File: src/verilog/dtc_pkg.sv
// Register map, field layout and mode codes of the dual timer block
package dtc_pkg;
    localparam logic [7:0] LOWER_CTRL_ADDR = 8'h10;
    localparam logic [7:0] LOWER_PERIOD_ADDR = 8'h11;
    localparam logic [7:0] LOWER_PWIDTH_ADDR = 8'h12;
    localparam logic [7:0] UPPER_PERIOD_ADDR = 8'h13;
    localparam logic [7:0] UPPER_PWIDTH_ADDR = 8'h14;
    localparam logic [7:0] STATUS_ADDR = 8'h15;
    localparam logic [7:0] CFG_ADDR = 8'h16;
    localparam logic [7:0] UPPER_CTRL_ADDR = 8'h17;
    localparam logic [7:0] CTRL_RESET = 8'h00;
    localparam int FF_BIT = 7;
    localparam int CK_MSB = 6;
    localparam int CK_LSB = 4;
    localparam int START_BIT = 3;
    localparam int MODE_MSB = 2;
    localparam int MODE_LSB = 0;
    localparam logic [2:0] M_TIMER8 = 3'h0;
    localparam logic [2:0] M_DIV8 = 3'h1;
    localparam logic [2:0] M_PWM8 = 3'h2;
    localparam logic [2:0] M_RSVD = 3'h3;
    localparam logic [2:0] M_TIMER16 = 3'h4;
    localparam logic [2:0] M_WARMUP = 3'h5;
    localparam logic [2:0] M_PWM16 = 3'h6;
    localparam logic [2:0] M_PULSE16 = 3'h7;
    localparam logic [2:0] CK_SLOWEST = 3'h0;
    localparam logic [2:0] CK_DIV128 = 3'h1;
    localparam logic [2:0] CK_DIV32 = 3'h2;
    localparam logic [2:0] CK_DIV8 = 3'h3;
    localparam logic [2:0] CK_FS = 3'h4;
    localparam logic [2:0] CK_DIV2 = 3'h5;
    localparam logic [2:0] CK_FC = 3'h6;
    localparam logic [2:0] CK_PIN = 3'h7;
    localparam int PRESC_W = 11;
    localparam int FS_DIV_LOG2 = 3;
    typedef struct packed {
        logic       ff;
        logic [2:0] clk_sel;
        logic       start;
        logic [2:0] mode;
    } dtc_ctrl_type;
endpackage

File: src/verilog/dtc_top.sv
// Dual cascadable 8-bit timer with Wishbone register access
// How it works
// - Lower channel: control plus period, width registers
// - Upper channel: control plus period, width registers
// - Upper control bit layout, resets to zero
// - Start bit clear stops and clears counter
// - Mode field selects seven documented modes and one reserved code
// - Clock select codes choose count source
// - Fields accepted in write that starts
// - Cascade clock lower, start/flop upper
// - Upper 16-bit byte counts lower overflow
`timescale 1ns/10ps
module dtc_top
    import dtc_pkg::*;
(
    // Clock and reset
    input wire logic clk_i,
    input wire logic rst_i,
    // Wishbone slave
    input wire logic wb_cyc_i,
    input wire logic wb_stb_i,
    input wire logic wb_we_i,
    input wire logic [7:0] wb_adr_i,
    input wire logic [3:0] wb_sel_i,
    input wire logic [31:0] wb_dat_i,
    output logic [31:0] wb_dat_o,
    output logic wb_ack_o,
    // Clock sources and pins
    input wire logic fs_tick_i,
    input wire logic lower_pin_i,
    input wire logic upper_pin_i,
    // Timer outputs
    output logic lower_ff_o,
    output logic upper_ff_o,
    output logic lower_match_o,
    output logic upper_match_o
);
    dtc_ctrl_type lower_ctrl_r;
    dtc_ctrl_type upper_ctrl_r;
    logic [7:0] lower_period_r;
    logic [7:0] lower_pwidth_r;
    logic [7:0] upper_period_r;
    logic [7:0] upper_pwidth_r;
    logic [1:0] cfg_r;
    logic [PRESC_W-1:0] presc_r;
    logic [PRESC_W-1:0] presc_nxt;
    logic [FS_DIV_LOG2-1:0] fs_cnt_r;
    logic [31:0] rd_nxt;
    logic ack_r;
    logic [31:0] dat_r;
    logic lff_r;
    logic uff_r;
    logic lmatch_r;
    logic umatch_r;

    wire req = wb_cyc_i && wb_stb_i && !ack_r;
    wire wr = req && wb_we_i && wb_sel_i[0];
    wire [7:0] wd = wb_dat_i[7:0];
    wire div_cfg = cfg_r[0];
    wire slow_mode = cfg_r[1];
    // Cascade selected by upper mode top bit
    wire cascade = upper_ctrl_r.mode[2];
    wire lower_run = cascade ? upper_ctrl_r.start : lower_ctrl_r.start;
    wire upper_run = upper_ctrl_r.start;
    wire lower_tick;
    wire upper_src_tick;
    wire [7:0] lower_cnt;
    wire [7:0] upper_cnt;
    wire lower_match;
    wire upper_match;
    wire lower_ff;
    wire upper_ff;
    wire upper_tick = cascade ? lower_match : upper_src_tick;
    wire [2:0] lower_mode = cascade ? M_TIMER8 : lower_ctrl_r.mode;
    wire [2:0] upper_mode = cascade ? (upper_ctrl_r.mode == M_PWM16 ? M_PWM8 : M_TIMER8)
        : upper_ctrl_r.mode;
    // Mode, clock and flop fields only take effect while stopped or starting
    wire lower_cfg_ok = !lower_ctrl_r.start;
    wire upper_cfg_ok = !upper_ctrl_r.start;
    wire upper_width_ok = !upper_run || upper_ctrl_r.mode == M_PWM8
        || upper_ctrl_r.mode == M_PWM16;
    wire lower_ff_load = wr && wb_adr_i == LOWER_CTRL_ADDR && lower_cfg_ok;
    wire upper_ff_load = wr && wb_adr_i == UPPER_CTRL_ADDR && upper_cfg_ok;

    assign presc_nxt = presc_r + {{(PRESC_W-1){1'b0}}, 1'b1};

    always_ff @(posedge clk_i) begin
        if (rst_i) begin
            presc_r <= '0;
            fs_cnt_r <= '0;
        end else begin
            presc_r <= presc_nxt;
            if (fs_tick_i)
                fs_cnt_r <= fs_cnt_r + {{(FS_DIV_LOG2-1){1'b0}}, 1'b1};
        end
    end

    // Register writes
    always_ff @(posedge clk_i) begin
        if (rst_i) begin
            lower_ctrl_r <= CTRL_RESET;
            upper_ctrl_r <= CTRL_RESET;
            lower_period_r <= 8'h00;
            lower_pwidth_r <= 8'h00;
            upper_period_r <= 8'h00;
            upper_pwidth_r <= 8'h00;
            cfg_r <= 2'h0;
        end else if (wr) begin
            unique case (wb_adr_i)
                LOWER_CTRL_ADDR: begin
                    lower_ctrl_r.start <= wd[START_BIT];
                    if (lower_cfg_ok) begin
                        lower_ctrl_r.ff <= wd[FF_BIT];
                        lower_ctrl_r.clk_sel <= wd[CK_MSB:CK_LSB];
                        lower_ctrl_r.mode <= wd[MODE_MSB:MODE_LSB];
                    end
                end
                UPPER_CTRL_ADDR: begin
                    upper_ctrl_r.start <= wd[START_BIT];
                    if (upper_cfg_ok) begin
                        upper_ctrl_r.ff <= wd[FF_BIT];
                        upper_ctrl_r.clk_sel <= wd[CK_MSB:CK_LSB];
                        upper_ctrl_r.mode <= wd[MODE_MSB:MODE_LSB];
                    end
                end
                LOWER_PERIOD_ADDR: lower_period_r <= wd;
                LOWER_PWIDTH_ADDR: lower_pwidth_r <= wd;
                UPPER_PERIOD_ADDR: begin
                    if (!upper_run)
                        upper_period_r <= wd;
                end
                UPPER_PWIDTH_ADDR: begin
                    if (upper_width_ok)
                        upper_pwidth_r <= wd;
                end
                CFG_ADDR: cfg_r <= wd[1:0];
                default: cfg_r <= cfg_r;
            endcase
        end
    end

    // Lower source select; cascade uses the lower selection too
    dtc_tick_sel u_lower_sel (
        .clk_i(clk_i),
        .rst_i(rst_i),
        .sel_i(lower_ctrl_r.clk_sel),
        .div_cfg_i(div_cfg),
        .slow_mode_i(slow_mode),
        .presc_i(presc_r),
        .presc_nxt_i(presc_nxt),
        .fs_tick_i(fs_tick_i),
        .fs_cnt_i(fs_cnt_r),
        .pin_i(lower_pin_i),
        .tick_o(lower_tick)
    );

    dtc_tick_sel u_upper_sel (
        .clk_i(clk_i),
        .rst_i(rst_i),
        .sel_i(upper_ctrl_r.clk_sel),
        .div_cfg_i(div_cfg),
        .slow_mode_i(slow_mode),
        .presc_i(presc_r),
        .presc_nxt_i(presc_nxt),
        .fs_tick_i(fs_tick_i),
        .fs_cnt_i(fs_cnt_r),
        .pin_i(upper_pin_i),
        .tick_o(upper_src_tick)
    );

    dtc_channel u_lower (
        .clk_i(clk_i),
        .rst_i(rst_i),
        .run_i(lower_run),
        .tick_i(lower_tick),
        .mode_i(lower_mode),
        .ff_init_i(wd[FF_BIT]),
        .load_ff_i(lower_ff_load),
        .period_i(lower_period_r),
        .pwidth_i(lower_pwidth_r),
        .count_o(lower_cnt),
        .match_o(lower_match),
        .ff_o(lower_ff)
    );

    dtc_channel u_upper (
        .clk_i(clk_i),
        .rst_i(rst_i),
        .run_i(upper_run),
        .tick_i(upper_tick),
        .mode_i(upper_mode),
        .ff_init_i(wd[FF_BIT]),
        .load_ff_i(upper_ff_load),
        .period_i(upper_period_r),
        .pwidth_i(upper_pwidth_r),
        .count_o(upper_cnt),
        .match_o(upper_match),
        .ff_o(upper_ff)
    );

    // Read mux
    always_comb begin
        rd_nxt = 32'h0000_0000;
        unique case (wb_adr_i)
            LOWER_CTRL_ADDR: rd_nxt[7:0] = lower_ctrl_r;
            UPPER_CTRL_ADDR: rd_nxt[7:0] = upper_ctrl_r;
            LOWER_PERIOD_ADDR: rd_nxt[7:0] = lower_period_r;
            LOWER_PWIDTH_ADDR: rd_nxt[7:0] = lower_pwidth_r;
            UPPER_PERIOD_ADDR: rd_nxt[7:0] = upper_period_r;
            UPPER_PWIDTH_ADDR: rd_nxt[7:0] = upper_pwidth_r;
            STATUS_ADDR: rd_nxt[17:0] = {upper_ff, lower_ff, upper_cnt, lower_cnt};
            CFG_ADDR: rd_nxt[1:0] = cfg_r;
            default: rd_nxt = 32'h0000_0000;
        endcase
    end

    always_ff @(posedge clk_i) begin
        if (rst_i) begin
            ack_r <= 1'b0;
            dat_r <= 32'h0000_0000;
            lff_r <= 1'b0;
            uff_r <= 1'b0;
            lmatch_r <= 1'b0;
            umatch_r <= 1'b0;
        end else begin
            ack_r <= req;
            dat_r <= req ? rd_nxt : 32'h0000_0000;
            lff_r <= lower_ff;
            uff_r <= upper_ff;
            lmatch_r <= lower_match;
            umatch_r <= upper_match;
        end
    end
    assign wb_ack_o = ack_r;
    assign wb_dat_o = dat_r;
    assign lower_ff_o = lff_r;
    assign upper_ff_o = uff_r;
    assign lower_match_o = lmatch_r;
    assign upper_match_o = umatch_r;
endmodule

File: src/verilog/dtc_tick_sel.sv
// Count-source selector: prescaler taps, low clock ticks and pin edges
`timescale 1ns/10ps
module dtc_tick_sel
    import dtc_pkg::*;
(
    // Clock and reset
    input wire logic clk_i,
    input wire logic rst_i,
    // Source choice
    input wire logic [2:0] sel_i,
    input wire logic div_cfg_i,
    input wire logic slow_mode_i,
    input wire logic [PRESC_W-1:0] presc_i,
    input wire logic [PRESC_W-1:0] presc_nxt_i,
    input wire logic fs_tick_i,
    input wire logic [FS_DIV_LOG2-1:0] fs_cnt_i,
    input wire logic pin_i,
    // Selected tick
    output logic tick_o
);
    logic pin_s1_r;
    logic pin_s2_r;
    logic pin_s3_r;
    logic [PRESC_W-1:0] rise;
    logic tap;
    logic fs8_tick;

    always_ff @(posedge clk_i) begin
        if (rst_i) begin
            pin_s1_r <= 1'b0;
            pin_s2_r <= 1'b0;
            pin_s3_r <= 1'b0;
        end else begin
            pin_s1_r <= pin_i;
            pin_s2_r <= pin_s1_r;
            pin_s3_r <= pin_s2_r;
        end
    end

    // Bit k rising marks one fc/2^(k+1) period
    assign rise = presc_nxt_i & ~presc_i;
    assign fs8_tick = fs_tick_i && (fs_cnt_i == '1);

    always_comb begin
        tap = 1'b0;
        unique case (sel_i)
            CK_SLOWEST: tap = (div_cfg_i || slow_mode_i) ? fs8_tick : rise[10];
            CK_DIV128: tap = slow_mode_i ? 1'b0 : rise[6];
            CK_DIV32: tap = slow_mode_i ? 1'b0 : rise[4];
            CK_DIV8: tap = slow_mode_i ? 1'b0 : rise[2];
            CK_FS: tap = fs_tick_i;
            CK_DIV2: tap = slow_mode_i ? 1'b0 : rise[0];
            CK_FC: tap = 1'b1;
            CK_PIN: tap = pin_s2_r & ~pin_s3_r;
        endcase
    end
    assign tick_o = tap;
endmodule

File: src/verilog/dtc_channel.sv
// One 8-bit counter with compare, divider, PWM and pulse outputs
`timescale 1ns/10ps
module dtc_channel
    import dtc_pkg::*;
(
    // Clock and reset
    input wire logic clk_i,
    input wire logic rst_i,
    // Control
    input wire logic run_i,
    input wire logic tick_i,
    input wire logic [2:0] mode_i,
    input wire logic ff_init_i,
    input wire logic load_ff_i,
    input wire logic [7:0] period_i,
    input wire logic [7:0] pwidth_i,
    // Status
    output logic [7:0] count_o,
    output logic match_o,
    output logic ff_o
);
    logic [7:0] cnt_r;
    logic ff_r;
    logic hit_period;
    logic hit_width;
    logic pwm;

    assign pwm = (mode_i == M_PWM8);
    assign hit_period = run_i && tick_i && (cnt_r == period_i - 8'h01);
    assign hit_width = run_i && tick_i && (cnt_r == pwidth_i - 8'h01);

    always_ff @(posedge clk_i) begin
        if (rst_i) begin
            cnt_r <= 8'h00;
            ff_r <= 1'b0;
        end else if (!run_i) begin
            cnt_r <= 8'h00;
            if (load_ff_i)
                ff_r <= ff_init_i;
        end else if (tick_i) begin
            if (pwm) begin
                cnt_r <= cnt_r + 8'h01;
                if (hit_width || cnt_r == 8'hff)
                    ff_r <= ~ff_r;
            end else if (hit_period) begin
                cnt_r <= 8'h00;
                if (mode_i == M_DIV8)
                    ff_r <= ~ff_r;
            end else begin
                cnt_r <= cnt_r + 8'h01;
            end
        end
    end
    assign count_o = cnt_r;
    assign match_o = pwm ? (run_i && tick_i && cnt_r == 8'hff) : hit_period;
    assign ff_o = ff_r;
endmodule

File: config.mk
export PLATFORM = sky130hd
export DESIGN_NAME = dtc_top
export DESIGN_NICKNAME = d
export VERILOG_FILES = /design/src/verilog/dtc_pkg.sv /design/src/verilog/dtc_top.sv /design/src/verilog/dtc_tick_sel.sv /design/src/verilog/dtc_channel.sv
export SDC_FILE = /design/constraint.sdc
export NUM_CORES = 1
export LEC_CHECK = 0
export BUFFER_PORTS_ARGS = -buffer_cell sky130_fd_sc_hd__buf_2
export CORE_UTILIZATION = 35
export CTS_CLUSTER_SIZE = 25
export DETAILED_ROUTE_END_ITERATION = 7
export PLACE_DENSITY_LB_ADDON = 0.3
export SYNTH_ARGS = -nofsm -noshare
export SYNTH_HDL_FRONTEND = slang
export SYNTH_HIERARCHICAL = 1
export SYNTH_SLANG_ARGS = --single-unit
File: constraint.sdc
create_clock -name clk_i -period 4.3 [get_ports clk_i]
set_input_delay 0.43 -clock clk_i [delete_from_list [all_inputs] [get_ports clk_i]]
set_output_delay 0.43 -clock clk_i [all_outputs]
set_load 0.01 [all_outputs]
==> metrics.cfg <==
[cells_and_area]
seqCellArea_um2 = 2220
final_util_pct = 39.4
multi_input_area_um2 = 3940
n_fill_cell = 1803
diodes = 0
nets = 793
area_growth_pct = 10.3
mostFrequentLayoutCells = 111 x dfxtp_1, 69 x nand2b_1, 61 x mux2i_1, 57 x nor2_1, 47 x buf_2
final_common_cell = dfxtp_1
drive_above_1_share_pct = 14.1

[sta]
period_minus_slack_ps = 4060
min_period_over_period_pct = 94.3
skew_ps = 7.72
slew_viol_final = 0
whs_ps = 267
setup_tns_ps = 0
slew_headroom_pct = 60.0
rsz0062_at_grt = no
fmax_ghz = 0.247
hold_viol_final = 0
worstMarginPinSlew_ps = 594
setup_viol = 0

[setup_path]
slowest_delay_ps = 600
cp.required_ps = 4530
startpoint_type = flip-flop
critPathMaxFanout = 3
path_class = reg2reg
cp_common_cell = nand2_1
crit_chain = ha_1 -> and4_1 -> or3b_2 -> xnor2_1 -> or4b_2 -> o211ai_1 -> o31a_1 -> nand2_1 -> a21oi_2 -> mux2_2 -> nand2_1 -> nor2_1 -> nand4_1 -> nor3_1 -> a31oi_1 -> a2111oi_1 -> a211oi_1
critPathTopFamily = simple AND/OR/NAND/NOR gates
arrival_ps = 4280
crit_path_end_kind = flip-flop
slowest_stage = or4b_2
critical_path_buf_inv_count = 0

[clock_network]
clock_latency_ps = 360
post_cts_buffers = 0
ctsHoldBuffers = 0
path_clk_slew_ps = 70
cts.sinks = 111
cts_resized = 0
tritoncts = yes
cts-htree-levels = 3
cts_buffers = 9
clockBufferDepth = 2
cts-root-buf = clkbuf_16

[yosys]
yosys.area_share.adder_pct = 1.56
synth_top_family_by_area = simple AND/OR/NAND/NOR gates
ys_types = 75
ys_dominant_reg_cell = dfxtp_1
synthArstFlopShare_pct = 0
ys_ff_latch = 111
synth-simple-area-share_pct = 28.7
avgSynthCellArea_um2 = 9.16
synth_edf_count = 0
syn_inst = 701
synthMuxAreaShare_pct = 12.7
syn_area_um2 = 6420
ys_warn_count = 6
synth_xor_area_share_pct = 8.87
synth_compound_area_share_pct = 8.50
yosysSeqAreaShare_pct = 34.6

[worst_hold_path]
hold_path_class = in2reg

[grt]
grt_pass1_wl_um = 25500
grt_max_degree = 61
grtUsageTotal_pct = 17.9
grt_pass1_vias = 4661
antenna_found_initial = 0
grt-ovfl-total = 0

[pwr]
cellPowerDensity_nw_per_um2 = 280
leakage_nw = 2.89
power_w = 0.00199
peakVddDrop_uv = 195

[drt]
drtAntennaViolNets = 0
routed_via_density = 5.17
firstDrtPassIters = 4
num_vias = 5003
drc = 0
wl_um = 16200
routedWlPerCell_um = 16.8
drt_iter0_markers = 307

[die]
rows = 49
fp.coreArea_um2 = 18000
die_h_um = 137
dieArea_um2 = 18900
ios = 89
initial_core_util_pct = 35.7
die_w_um = 137

[flow_run]
maxCapViolCount = 0

[placement]
io_buffers = 47
place_congestion = 0.857
detailedPlacementHpwl_um = 11700

[status]
status = finished, final reports clean

## per-layer routing
metal / global-route usage (%) / up-vias / wire (um)
met5: 0 / - / 0
met4: 8.30 / 0 / 434
met3: 2.80 / 31 / 673
met2: 27.6 / 98 / 7050
met1: 24.2 / 2389 / 8040
li1: - / 2485 / -
## worst register-to-register path, stage by stage (launching register included)
cell and delay [ps]:
dfxtp_1 350, ha_1 210, and4_1 250, or3b_2 470, xnor2_1 190, or4b_2 600, o211ai_1 120, o31a_1 210
nand2_1 100, a21oi_2 150, mux2_2 220, nand2_1 80, nor2_1 130, nand4_1 90, nor3_1 190, a31oi_1 140
a2111oi_1 340, a211oi_1 90
## final cells by class
cell class / instances / area share (%)
clock buffer: 12 / 3.34
clock inverter: 4 / 0.777
inverter: 20 / 1.06
multi-input combinational: 539 / 55.6
sequential: 111 / 31.4
tap: 229 / 4.05
timing repair buffer: 52 / 3.85
## report_power, final
part           switching, W  internal [W]  leakage, nW  total [W]
Sequential       0.00000502       0.00103        0.896    0.00104
Combinational     0.0000625     0.0000373         1.86  0.0000998
Clock              0.000392      0.000456        0.137   0.000848
Total              0.000459       0.00153         2.89    0.00199
## flip-flops by register name (all words and copies together) (netlist names), 2 cells and up
signal / flops
upper_ctrl_r: 6
lower_pwidth_r: 8
upper_pwidth_r: 8
presc_r: 11
wb_dat_o: 18
u_upper/count_o: 8
lower_ctrl_r: 8
lower_period_r: 8
fs_cnt_r: 3
u_lower/count_o: 8
upper_period_r: 8
cfg_r: 2
## per-stage QoR
step / setup WS [ps] / instance area, um2 / instances
2_1_floorplan: 107 / 6480 / 716
3_3_place_gp: 266 / 6790 / 951
3_5_place_dp: 191 / 6790 / 951
4_1_cts: 165 / 7080 / 967
5_1_grt: 17.9 / 7080 / 967
6_report: 243 / 7080 / 967
## path summary, 6_finish.rpt
kind                            cells past startpoint                         endpoint                             from  slack (ps)
worst max-delay path                               17        u_upper/ff_o$_SDFFE_PP0P_            presc_r[1]$_SDFF_PP0_         240
worst max register to register                     17        u_upper/ff_o$_SDFFE_PP0P_            presc_r[1]$_SDFF_PP0_         240
worst min register to register                      1  u_upper_sel/pin_s2_r$_SDFF_PP0_  u_upper_sel/pin_s1_r$_SDFF_PP0_         440
worst min-delay path                                2  u_lower_sel/pin_s1_r$_SDFF_PP0_                      lower_pin_i         270
## synthesized netlist by cell type, types with 5 or more instances
master | instances | area (um2)
o21ai_0 | 7 | 35.0
xnor2_1 | 34 | 298
nor4_1 | 6 | 37.5
or4bb_1 | 6 | 67.6
nand2b_1 | 69 | 432
inv_1 | 20 | 75.1
and2_1 | 12 | 75.1
nand4_1 | 15 | 93.8
mux2_2 | 6 | 67.6
a21oi_1 | 10 | 50.1
a211oi_1 | 7 | 52.6
buf_4 | 15 | 113
ha_1 | 8 | 100
dfxtp_1 | 111 | 2220
nand3_1 | 11 | 55.1
nor3_1 | 12 | 60.1
xor2_1 | 31 | 272
nor2_1 | 57 | 214
mux4_2 | 6 | 135
nand4b_1 | 6 | 52.6
mux2i_1 | 61 | 611
nor2b_1 | 32 | 200
buf_2 | 5 | 25.0
nand2_1 | 33 | 124
clkbuf_1 | 23 | 86.3
## kinds of logic (layout without fill, tap and decap cells)
kind of cell | Yosys count | count (layout)
compound gates | 74 | 74
xor+xnor | 65 | 65
fa+ha+maj | 8 | 8
buf+inv | 66 | 88
flops | 111 | 111
mux | 73 | 73
other cells | 1 | 16
simple gates | 303 | 303
Note: power is estimated with default switching activity, not from simulation.
